### src/ebt_pkg.sv
// Constants and types for the external bus cycle timing block
// Notes on behaviour
// - Clock multiplier low: x4 high, x2 low
// - Divider 10 gives 1, 11 gives 1024
// - Stretch code sets 2 to 9 cycles
// - Codes 0-3 strobe extension 0,2,6,10
// - Codes 4-7 strobe 14-26, setup five
// - Strobe low one or two plus extension
// - Latch strobe waits setup after strobe
// - Serial mode 0 rate 12 or 4
// - Power-on reset holds 65536 oscillator clocks; code counts 65536 core clocks, 16384 oscillator clocks
// - Default latch strobe 1.5 of four; code gives two of four
// - One-cycle page mode keeps fetch strobe low
package ebt_pkg;
   // ---------------------------------------------------------------
   // Encodings and counts
   // ---------------------------------------------------------------
   localparam logic [1:0] DIV_BY_MULT = 2'h0;
   localparam logic [1:0] DIV_RSVD = 2'h1;
   localparam logic [1:0] DIV_ONE = 2'h2;
   localparam logic [1:0] DIV_1024 = 2'h3;
   localparam int SLOW_DIV = 1024;
   localparam int POR_CYCLES = 65536;
   localparam int SER_SLOW = 12;
   localparam int SER_FAST = 4;
   localparam int EXTERNAL_DATA_MOVE_BASE_CYC = 2;
   localparam logic [4:0] DEF_LATCH_HI = 5'h2;
   localparam logic [4:0] DEF_CYCLE_LEN = 5'h4;

   typedef enum logic [2:0] {
      PG_ONE_CYC = 3'b000,
      PG_TWO_CYC = 3'b001,
      PG_FOUR_CYC = 3'b010,
      PG_MODE2 = 3'b011,
      PG_NONPAGE = 3'b100
   } ebt_page_t;

   typedef struct packed {
      ebt_page_t page;
      logic [2:0] stretch_code;
      logic clock_multiplier_select;
      logic clock_divider_sel_hi;
      logic clock_divider_sel_lo;
      logic serial_clock_rate_bit;
      logic serial_mode_bit_a;
      logic serial_mode_bit_b;
   } ebt_cfg_t;

   typedef struct packed {
      logic [4:0] strobe_extension;
      logic [4:0] setup_recovery_extension;
      logic [4:0] latch_pulse_extension;
      logic [4:0] address_hold_extension;
      logic [4:0] address_valid_extension;
   } ebt_ext_t;
endpackage

### src/ebt_bus_timing.sv
// External bus cycle sequencer with clock divider, serial rate and POR delay
`timescale 1ns/1ps
module ebt_bus_timing #(
   parameter int POR_COUNT = ebt_pkg::POR_CYCLES
) (
   input wire logic core_clk,
   input wire logic arst_n,
   input ebt_pkg::ebt_cfg_t cfg,
   input wire logic fetch_req,
   input wire logic page_hit,
   input wire logic data_req,
   input wire logic data_write,
   output logic sys_clk_en,
   output logic reserved_div,
   output logic por_active,
   output logic bus_busy,
   output logic cycle_done,
   output logic [3:0] external_data_move_cycles,
   output logic addr_latch_strobe,
   output logic program_fetch_strobe_n,
   output logic read_strobe_n,
   output logic write_strobe_n,
   output logic serial_clk
);
   import ebt_pkg::*;

   if (POR_COUNT < 2 || POR_COUNT > 65536) begin : g_bad_por
      $error("POR_COUNT out of range");
   end

   // ---------------------------------------------------------------
   // Reset release and power-on delay
   // ---------------------------------------------------------------
   logic rst_s1_q;
   logic rst_n_q;
   always_ff @(posedge core_clk or negedge arst_n) begin
      if (!arst_n) begin
         rst_s1_q <= 1'b0;
         rst_n_q <= 1'b0;
      end else begin
         rst_s1_q <= 1'b1;
         rst_n_q <= rst_s1_q;
      end
   end

   // Counts core clocks, four per oscillator clock, once the clock runs cleanly
   logic [16:0] por_cnt_q;
   always_ff @(posedge core_clk or negedge rst_n_q) begin
      if (!rst_n_q) begin
         por_cnt_q <= 17'h0;
      end else if (por_cnt_q != 17'(POR_COUNT)) begin
         por_cnt_q <= por_cnt_q + 17'h1;
      end
   end
   assign por_active = (por_cnt_q != 17'(POR_COUNT));

   // ---------------------------------------------------------------
   // System clock enable from multiplier and divider
   // ---------------------------------------------------------------
   // Core clock stands for the multiplied clock; each enable is one tick.
   // The caller keeps the oscillator in range for the multiplier.
   logic [1:0] div_sel;
   logic [9:0] div_cnt_q;
   logic [9:0] div_last;
   assign div_sel = {cfg.clock_divider_sel_hi, cfg.clock_divider_sel_lo};
   always_comb begin
      case (div_sel)
         DIV_BY_MULT: div_last = cfg.clock_multiplier_select ? 10'h0 : 10'h1;
         DIV_ONE: div_last = 10'h3;
         DIV_1024: div_last = 10'(4 * SLOW_DIV - 1 > 1023 ? 1023 : 0);
         default: div_last = 10'h0;
      endcase
   end
   assign reserved_div = (div_sel == DIV_RSVD);
   // 1024 divide needs 4096 ticks; two extra bits extend the counter
   logic [1:0] div_hi_q;
   logic div_hit;
   // At or past the end point, so a divider change or the POR wait never waits for a wrap
   assign div_hit = (div_cnt_q >= div_last) && ((div_sel != DIV_1024) || (div_hi_q == 2'h3));
   always_ff @(posedge core_clk or negedge rst_n_q) begin
      if (!rst_n_q) begin
         div_cnt_q <= 10'h0;
         div_hi_q <= 2'h0;
      end else if (div_hit) begin
         div_cnt_q <= 10'h0;
         div_hi_q <= 2'h0;
      end else begin
         div_cnt_q <= div_cnt_q + 10'h1;
         if (div_cnt_q == 10'h3FF) begin
            div_hi_q <= div_hi_q + 2'h1;
         end
      end
   end
   assign sys_clk_en = !por_active && div_hit;

   // ---------------------------------------------------------------
   // Stretch decode
   // ---------------------------------------------------------------
   ebt_cfg_t cfg_q;
   ebt_ext_t ext;
   ebt_stretch_decode u_dec (
      .code(cfg_q.stretch_code),
      .ext(ext)
   );
   // Live decode for the latch phase, loaded at the edge that samples cfg_q
   ebt_ext_t ext_new;
   ebt_stretch_decode u_dec_new (.code(cfg.stretch_code), .ext(ext_new));
   assign external_data_move_cycles = 4'(EXTERNAL_DATA_MOVE_BASE_CYC) + {1'b0, cfg_q.stretch_code};

   // ---------------------------------------------------------------
   // Bus sequencer
   // ---------------------------------------------------------------
   typedef enum logic [2:0] {
      ST_IDLE = 3'b000,
      ST_LATCH = 3'b001,
      ST_SETUP = 3'b010,
      ST_STROBE = 3'b011,
      ST_RECOVER = 3'b100,
      ST_FETCH = 3'b101
   } ebt_state_t;
   ebt_state_t state_q;
   logic [4:0] cnt_q;
   logic is_data_q;
   logic is_write_q;
   logic hold_fetch_q;
   logic one_clk_strobe;
   assign one_clk_strobe = (cfg_q.page == PG_ONE_CYC) || (cfg_q.page == PG_TWO_CYC);

   // Latch width per mode; default mode gives two ticks of four
   function automatic logic [4:0] latch_len(input ebt_page_t pg);
      case (pg)
         PG_ONE_CYC: latch_len = 5'h1;
         PG_TWO_CYC: latch_len = 5'h1;
         PG_FOUR_CYC: latch_len = 5'h2;
         default: latch_len = DEF_LATCH_HI;
      endcase
   endfunction

   // Configuration sampled on every idle sys tick, never mid-cycle
   always_ff @(posedge core_clk or negedge rst_n_q) begin
      if (!rst_n_q) begin
         cfg_q <= '0;
      end else if (sys_clk_en && state_q == ST_IDLE) begin
         cfg_q <= cfg;
      end
   end

   always_ff @(posedge core_clk or negedge rst_n_q) begin
      if (!rst_n_q) begin
         state_q <= ST_IDLE;
         cnt_q <= 5'h0;
         is_data_q <= 1'b0;
         is_write_q <= 1'b0;
         hold_fetch_q <= 1'b0;
      end else if (sys_clk_en) begin
         case (state_q)
            ST_IDLE: begin
               if (data_req) begin
                  is_data_q <= 1'b1;
                  is_write_q <= data_write;
                  hold_fetch_q <= 1'b0;
                  state_q <= ST_LATCH;
                  cnt_q <= latch_len(cfg.page) + ext_new.latch_pulse_extension - 5'h1;
               end else if (fetch_req) begin
                  is_data_q <= 1'b0;
                  // Page hit in one-cycle mode skips the latch phase
                  if (hold_fetch_q && page_hit && cfg.page == PG_ONE_CYC) begin
                     state_q <= ST_FETCH;
                     cnt_q <= 5'h0;
                  end else begin
                     state_q <= ST_LATCH;
                     cnt_q <= latch_len(cfg.page) - 5'h1;
                  end
               end else begin
                  hold_fetch_q <= 1'b0;
               end
            end
            ST_LATCH: begin
               if (cnt_q == 5'h0) begin
                  state_q <= is_data_q ? ST_SETUP : ST_FETCH;
                  cnt_q <= is_data_q ? ext.setup_recovery_extension + ext.address_valid_extension
                           : ((cfg_q.page == PG_FOUR_CYC || cfg_q.page == PG_NONPAGE)
                              ? 5'h1 : 5'h0);
               end else begin
                  cnt_q <= cnt_q - 5'h1;
               end
            end
            ST_SETUP: begin
               if (cnt_q == 5'h0) begin
                  state_q <= ST_STROBE;
                  // Strobe low time one or two clocks plus extension
                  cnt_q <= ext.strobe_extension + (one_clk_strobe ? 5'h0 : 5'h1);
               end else begin
                  cnt_q <= cnt_q - 5'h1;
               end
            end
            ST_STROBE: begin
               if (cnt_q == 5'h0) begin
                  state_q <= ST_RECOVER;
                  cnt_q <= ext.setup_recovery_extension + ext.address_hold_extension;
               end else begin
                  cnt_q <= cnt_q - 5'h1;
               end
            end
            ST_RECOVER: begin
               // Latch may not rise until recovery has elapsed
               if (cnt_q == 5'h0) begin
                  state_q <= ST_IDLE;
               end else begin
                  cnt_q <= cnt_q - 5'h1;
               end
            end
            ST_FETCH: begin
               if (cnt_q == 5'h0) begin
                  state_q <= ST_IDLE;
                  hold_fetch_q <= (cfg_q.page == PG_ONE_CYC);
               end else begin
                  cnt_q <= cnt_q - 5'h1;
               end
            end
            default: state_q <= ST_IDLE;
         endcase
      end
   end

   // ---------------------------------------------------------------
   // Pin strobes from state
   // ---------------------------------------------------------------
   always_comb begin
      addr_latch_strobe = (state_q == ST_LATCH);
      read_strobe_n = !(state_q == ST_STROBE && !is_write_q);
      write_strobe_n = !(state_q == ST_STROBE && is_write_q);
      // Fetch strobe stays low between page hits in one-cycle mode
      program_fetch_strobe_n = !((state_q == ST_FETCH) ||
                                 (state_q == ST_IDLE && hold_fetch_q));
      bus_busy = (state_q != ST_IDLE);
      cycle_done = sys_clk_en && cnt_q == 5'h0 &&
                   (state_q == ST_RECOVER || state_q == ST_FETCH);
   end

   // ---------------------------------------------------------------
   // Serial mode 0 shift clock
   // ---------------------------------------------------------------
   logic [3:0] ser_cnt_q;
   logic ser_mode0;
   logic [3:0] ser_half;
   assign ser_mode0 = !cfg.serial_mode_bit_a && !cfg.serial_mode_bit_b;
   assign ser_half = cfg.serial_clock_rate_bit ? 4'(SER_FAST / 2) : 4'(SER_SLOW / 2);
   always_ff @(posedge core_clk or negedge rst_n_q) begin
      if (!rst_n_q) begin
         ser_cnt_q <= 4'h0;
         serial_clk <= 1'b1;
      end else if (!ser_mode0) begin
         ser_cnt_q <= 4'h0;
         serial_clk <= 1'b1;
      end else if (sys_clk_en) begin
         if (ser_cnt_q >= ser_half - 4'h1) begin
            ser_cnt_q <= 4'h0;
            serial_clk <= !serial_clk;
         end else begin
            ser_cnt_q <= ser_cnt_q + 4'h1;
         end
      end
   end

   // ---------------------------------------------------------------
   // Checks
   // ---------------------------------------------------------------
   AST_LATCH_AFTER_STROBE: assert property (@(posedge core_clk) disable iff (!rst_n_q)
      ($rose(read_strobe_n) || $rose(write_strobe_n)) |-> (!addr_latch_strobe &&
      state_q == ST_RECOVER && cnt_q >= ext.setup_recovery_extension))
      else $error("latch rose with strobe");
   AST_POR_HOLD: assert property (@(posedge core_clk) disable iff (!rst_n_q)
      por_active |-> !sys_clk_en && !bus_busy)
      else $error("activity during power-on delay");
   AST_NO_BOTH_STROBES: assert property (@(posedge core_clk) disable iff (!rst_n_q)
      !(!read_strobe_n && !write_strobe_n))
      else $error("read and write strobes together");
   AST_EXTERNAL_DATA_MOVE_LEN: assert property (@(posedge core_clk) disable iff (!rst_n_q)
      external_data_move_cycles == 4'(cfg_q.stretch_code) + 4'h2)
      else $error("external_data_move length wrong");
   AST_STRETCH_EXT: assert property (@(posedge core_clk) disable iff (!rst_n_q)
      cfg_q.stretch_code == 3'h7 |-> ext.strobe_extension == 5'd26)
      else $error("strobe extension wrong");
   AST_CODE0: assert property (@(posedge core_clk) disable iff (!rst_n_q)
      cfg_q.stretch_code == 3'h0 |-> ext.setup_recovery_extension == 5'h0)
      else $error("code zero extension wrong");
   AST_X4_EN: assert property (@(posedge core_clk) disable iff (!rst_n_q)
      (!por_active && div_sel == DIV_BY_MULT && cfg.clock_multiplier_select
       && $stable(div_sel)) |-> sys_clk_en)
      else $error("x4 enable missing");
   AST_FETCH_LOW: assert property (@(posedge core_clk) disable iff (!rst_n_q)
      state_q == ST_FETCH |-> !program_fetch_strobe_n)
      else $error("fetch strobe high in fetch");
   AST_CFG_HOLD: assert property (@(posedge core_clk) disable iff (!rst_n_q)
      bus_busy && $past(bus_busy) |-> $stable(cfg_q))
      else $error("configuration changed mid cycle");
endmodule

### src/ebt_stretch_decode.sv
// Stretch code to phase extension decoder
`timescale 1ns/1ps
module ebt_stretch_decode (
   input wire logic [2:0] code,
   output ebt_pkg::ebt_ext_t ext
);
   import ebt_pkg::*;
   // ---------------------------------------------------------------
   // Extension table
   // ---------------------------------------------------------------
   // Strobe grows 4 per code past code 1
   always_comb begin
      ext.strobe_extension = (code == 3'h0) ? 5'h0 : 5'(4 * int'(code) - 2);
      ext.setup_recovery_extension = code[2] ? 5'h5 : ((code == 3'h0) ? 5'h0 : 5'h1);
      ext.latch_pulse_extension = code[2] ? 5'h4 : 5'h0;
      ext.address_hold_extension = code[2] ? 5'h1 : 5'h0;
      ext.address_valid_extension = (code == 3'h0) ? 5'h0 : 5'h1;
   end
endmodule
### config.mk
export PLATFORM = sky130hd
export DESIGN_NAME = ebt_bus_timing
export DESIGN_NICKNAME = d
export VERILOG_FILES = /design/src/ebt_pkg.sv /design/src/ebt_bus_timing.sv /design/src/ebt_stretch_decode.sv
export SDC_FILE = /design/constraint.sdc
export NUM_CORES = 1
export LEC_CHECK = 0
export ABC_AREA = 1
export BUFFER_PORTS_ARGS = -buffer_cell sky130_fd_sc_hd__buf_2
export CORE_UTILIZATION = 37
export DETAILED_ROUTE_END_ITERATION = 8
export HOLD_SLACK_MARGIN = 0.06
export PLACE_DENSITY = 0.59
export SLEW_MARGIN = 20
export SYNTH_ARGS = -nofsm -noshare
export SYNTH_HDL_FRONTEND = slang
export SYNTH_SLANG_ARGS = --single-unit
### constraint.sdc
create_clock -name core_clk -period 3.36 [get_ports core_clk]
set_input_delay 0 -clock core_clk [delete_from_list [all_inputs] [get_ports core_clk]]
set_output_delay 0 -clock core_clk [all_outputs]
set_load 0.1 [all_outputs]
Yosys cells after proc, flatten, opt, wreduce, memory -nomap -nowiden --
Cells that the tools add are included.
Word-level totals: output and inout port bits 14, flip-flop bits (word level) 53, logic and storage cells 151
Operators by class: reductions and logical operators 43, equal/unequal tests 26, $add $sub $neg 14, $lt $le $gt $ge 2, muxes and demuxes 52
Operators by type and width (count):
- 2-to-1 mux 5 bit | 17
- 2-to-1 mux 3 bit | 11
- case mux 10 bit (3 select lines) | 1
- case mux 5 bit (5 select lines) | 1
- adder 17 x 1 -> 17 bit, second input constant | 1
- != test 17 bit, second input constant | 1
- adder 5 bit | 3
- case mux 3 bit (5 select lines) | 1
- subtractor 5 x 1 -> 5 bit, second input constant | 3
- 2-to-1 mux 1 bit | 13
- logical NOT 3 bit | 4
- 2-to-1 mux 4 bit | 3
- logical AND 1 bit | 11
- adder 10 x 1 -> 10 bit, second input constant | 1
- == test 10 bit, second input constant | 1
- greater-or-equal comparator 10 bit | 1
- 2-to-1 mux 10 bit | 1
- != test 2 x 1 -> 1 bit, second input constant | 5
- == test 3 x 1 -> 1 bit, second input constant | 3
- == test 3 x 2 -> 1 bit, second input constant | 3
- == test 3 bit, second input constant | 3
- logical NOT 1 bit | 8
- != test 2 bit, second input constant | 4
- AND reduction 4 bit | 2
- other kinds (22) | 35

Logic depth before layout (Yosys ltp) --
depth after elaboration 13, gate-level depth with buffers 14, gate-level depth less buffers 14

Cells and area by module --
From an unflattened synthesis, not the netlist that was laid out.
Second synthesis, totals: cell total of the unflattened synthesis 610, area, all modules 4449.3 µm²
By module, submodules not included:
- ebt_bus_timing | sequential area each 1327.5 µm², instances 1, area an instance 4011.3 µm², cells an instance 546
- ebt_stretch_decode | sequential area each 0.0 µm², instances 2, area an instance 219.0 µm², cells an instance 32

Worst setup path after synthesis --
Ideal clock, no wire load.
path type register to output, start point reg div_cnt_q[5], end point out cycle_done, required time 3360 ps, slack 119 ps, cell stages (with the launch flop) 10, buffers on the path 0, arrival time 3241 ps, cells stage by stage dfrtp_1 > ha_1 > nand2_1 > inv_1 > nand2_1 > nand2_1 > nand2_1 > nand3_2 > nand3_4 > nor3_1
On the way: cells in the longest elaborated chain, start to end 5
RTL lines:
- from (decl) | RTL line ebt_bus_timing.sv:63 | logic [9:0] div_cnt_q;
- from (signal assigned) | RTL line ebt_bus_timing.sv:88 | div_cnt_q <= div_cnt_q + 10'h1;
- greater-or-equal comparator 10 bit | RTL line ebt_bus_timing.sv:79 | assign div_hit = (div_cnt_q >= div_last) && ((div_sel != DIV_1024) || (div_hi_q == 2'h3));
- logical AND 1 bit | RTL line ebt_bus_timing.sv:79
- logical AND 1 bit | RTL line ebt_bus_timing.sv:94 | assign sys_clk_en = !por_active && div_hit;
- logical AND 1 bit (2 in a row) | RTL line ebt_bus_timing.sv:237 | cycle_done = sys_clk_en && cnt_q == 5'h0 &&
- to (decl) | RTL line ebt_bus_timing.sv:17 | output logic cycle_done,
No other way between the ends.

Worst setup path in the final report --
start point reg div_cnt_q[9], end point reg is_write_q
On the way: cells in the longest elaborated chain, start to end 4
RTL lines:
- greater-or-equal comparator 10 bit | RTL line ebt_bus_timing.sv:79
- logical AND 1 bit | RTL line ebt_bus_timing.sv:79
- logical AND 1 bit | RTL line ebt_bus_timing.sv:94
- AND reduction 3 bit (no line)
- to (signal assigned) | RTL line ebt_bus_timing.sv:160 | is_write_q <= data_write;
- to (decl) | RTL line ebt_bus_timing.sv:124 | logic is_write_q;
No other way between the ends. A chain may end at the register's enable or synchronous reset.

==> reports/summary.json <==
{
  "first_global_vias": 2906,
  "synth.ff_latch_count": 53,
  "r2r.worst_path.cells": 10,
  "synth-warning-count": 0,
  "port_buffers": 31,
  "synth_sequential_area_ratio_pct": 38.6,
  "grt_max_degree": 42,
  "pre_cts_ws_ps": 1380,
  "insertedDiodeCount": 0,
  "grt_setup_unrepaired": "no",
  "site_row_count": 34,
  "setup.reg_to_reg.worst_slack_ps": 950,
  "layout_min_cycle_time_ps": 2410,
  "fp.dieW_um": 98.4,
  "setup_viol": 0,
  "setup_repair_bufs_after_cts": 0,
  "fin_ws_ps": 948,
  "routed_wl_mm": 7.19,
  "effective_utilization_at_floorplan_pct": 38.8,
  "worst_slew_pin_slew_ps": 944,
  "detailed_router_iteration_count_before_antenna_repair": 4,
  "synth_edf_count": 0,
  "final_weighted_congestion_of_routability_driven_global_placement": 0.852,
  "tritoncts.num_buffers": 5,
  "cap_violations": 0,
  "ys_types": 35,
  "synth_area_leaders": "sky130_fd_sc_hd__dfrtp_1 38%, sky130_fd_sc_hd__nand2_1 13%, sky130_fd_sc_hd__ha_1 7.3%",
  "cts-root-buf": "sky130_fd_sc_hd__clkbuf_8",
  "post_drt_wl_per_cell_um": 11.7,
  "crit_arrival_ps": 2660,
  "post-synth-top-area-cell": "sky130_fd_sc_hd__dfrtp_1",
  "final-hold-violation-count": 0,
  "worst_ep_required_time_ps": 3610,
  "die_y_um": 98.4,
  "place_area_sq_um": 3700,
  "powerDensity_nw_per_um2": 368,
  "max_freq_ghz": 0.415,
  "r2r_start": "div_cnt_q[9]$_DFF_PN0_",
  "detail-route-antenna-nets": 0,
  "dieArea_sq_um": 9680,
  "syn_inst": 458,
  "end_kind": "register",
  "post-synth-top-count-cell": "sky130_fd_sc_hd__nand2_1",
  "timing.final.max_slew_violations": 0,
  "dominantRegCellSynth": "sky130_fd_sc_hd__dfrtp_1",
  "core_area_sq_um": 8850,
  "drive_gt1_share_pct": 12.6,
  "post_drt_via_cell_ratio": 4.84,
  "grt_use_total_pct": 16.4,
  "clock_latency_ps": 310,
  "cp-startpoint": "div_cnt_q[9]$_DFF_PN0_",
  "cts_num_sinks": 53,
  "boundaryPins": 32,
  "maximum_clock_skew_at_final_layout_ps": 11.9,
  "power.leakage_nw": 2.00,
  "initial_antenna_violation_count": 0,
  "ys_async_sr_fraction_pct": 100,
  "globalRouteOverflowTotal": 0,
  "synth_largest_type_area_fraction_pct": 37.9,
  "avgSynthCellArea_sq_um": 7.50,
  "clkSlewWorstSetupHoldPaths_ps": 100,
  "area_growth_pct": 15.4,
  "fin_tns_setup_ps": 0,
  "maxSlewHeadroom_pct": 37.1,
  "cts_buffer_depth": 2,
  "first_pass_grt_wire_length_mm": 13.0,
  "drt_drc_violations_left": 0,
  "critPathMaxFanout": 13,
  "crit_path_start_kind": "register",
  "post-route-util_pct": 44.8,
  "worstSetupPathType": "register to register",
  "routed-via-count": 2984,
  "synthesis.area_sq_um": 3440,
  "synthTopCellsByCount": "118 x sky130_fd_sc_hd__nand2_1, 61 x sky130_fd_sc_hd__inv_1, 52 x sky130_fd_sc_hd__dfrtp_1, 51 x sky130_fd_sc_hd__nor2_1, 33 x sky130_fd_sc_hd__nand3_1",
  "crit_path_end": "is_write_q$_DFFE_PN0P_",
  "final.fill_count": 939,
  "hold_path.class": "input pin to register",
  "post-route-period-util_pct": 71.8,
  "ir_drop_mv": 0.179,
  "cts.htree.levels": 2,
  "r2r-end": "is_write_q$_DFFE_PN0P_",
  "run_status": "finished clean",
  "hpwl_mm": 5.36,
  "drt_first_iter_violations": 121,
  "nets_in_the_synthesized_netlist": 496,
  "final_net_count": 545,
  "clock_tree_from_tritoncts": "built",
  "final_design_area_no_fill_sq_um": 3970
}
[stage by stage]
stage	power, mW	hold slack (ps)	instances
4_1_cts	1.48	104	616
6_report	1.46	115	616
3_3_place_gp	0.997	-215	593
2_1_floorplan	0.931	-296	458
3_5_place_dp	1.00	-214	593
5_1_grt	1.57	139	616
[cells in the final DEF, fill, tap and decap left out, drive strengths merged]
cell | Yosys | routed
nor3b | 1 | 1
ha | 20 | 20
a21boi | 1 | 1
buf | 5 | 32
xor2 | 17 | 17
o21ai | 26 | 26
nor2 | 60 | 60
inv | 66 | 66
conb | 1 | 1
o2111ai | 1 | 1
nand3 | 39 | 39
o211ai | 1 | 1
or2 | 1 | 1
dfrtp | 52 | 52
a211oi | 1 | 1
nor4 | 3 | 3
a21o | 1 | 1
nor3 | 10 | 10
o31ai | 1 | 1
nand4 | 11 | 11
o21bai | 10 | 10
dlygate4sd3 | 0 | 15
bufinv | 0 | 1
nand2 | 118 | 118
xnor2 | 2 | 2
dfstp | 1 | 1
clkbuf | 0 | 7
a21oi | 9 | 9
[cells by family (layout without fill, tap and decap cells)]
family | after synthesis | count (layout) | synth area share [%]
flops | 53 | 53 | 38.6
fa+ha+maj | 20 | 20 | 7.28
other cells | 1 | 1 | 0.109
simple gates | 243 | 243 | 32.3
buf+inv | 71 | 121 | 8.26
compound gates | 51 | 51 | 8.63
xor+xnor | 19 | 19 | 4.84
[final cells by class]
class	count	area [sq um]	area share [%]
clock inverter	1	30.0	0.757
tap	108	135	3.41
clock buffer	7	86.3	2.18
multi-input combinational	334	1830	46.0
timing repair buffer	47	313	7.89
sequential	53	1330	33.5
inverter	66	248	6.25
[what timing repair did]
action,CTS,global route
hold buffers,15,0
endpoints found under the hold margin,14,0
resized for setup,0,0
[state kept, by name, summed over array words and instances (netlist names), 2 cells and up]
name / count
cfg_q: 6
div_cnt_q: 10
ser_cnt_q: 4
por_cnt_q: 17
div_hi_q: 2
cnt_q: 5
state_q: 3
[report_power, final]
part / internal (mW) / switching (mW) / leakage, nW
Clock: 0.243 / 0.219 / 0.0585
Sequential: 0.678 / 0.0475 / 0.634
Combinational: 0.103 / 0.169 / 1.31
[how the worst min path moves through the flow]
stage / start / cells after the start / endpoint
after floorplan: arst_n / 0 / rst_n_q$_DFF_PN0_
after CTS: page_hit / 5 / state_q[2]$_DFFE_PN0P_
final: page_hit / 5 / state_q[2]$_DFFE_PN0P_
after global placement: arst_n / 1 / rst_s1_q$_DFF_PN0_
after global routing: page_hit / 5 / state_q[2]$_DFFE_PN0P_
after detailed placement: arst_n / 1 / rst_s1_q$_DFF_PN0_
[worst max-delay path: stages, from the launching register on]
cell	delay, ps
sky130_fd_sc_hd__dfrtp_1	400
sky130_fd_sc_hd__ha_1	300
sky130_fd_sc_hd__nand2_1	70
sky130_fd_sc_hd__nor2_1	140
sky130_fd_sc_hd__nand3_1	110
sky130_fd_sc_hd__nand3_2	190
sky130_fd_sc_hd__nand3_4	140
sky130_fd_sc_hd__nor2_4	270
sky130_fd_sc_hd__nand3_2	90
sky130_fd_sc_hd__dlygate4sd3_1	570
sky130_fd_sc_hd__nand2_1	70
[routing by layer]
layer  wire (um)  track usage, %  vias to the layer above
met5           0               0                        -
met4          88            4.59                        0
met3         203            2.93                        7
met2        3270            26.8                       53
met1        3620            22.3                     1362
li1            -               -                     1562
No activity file was read; power rests on OpenSTA's default activity.
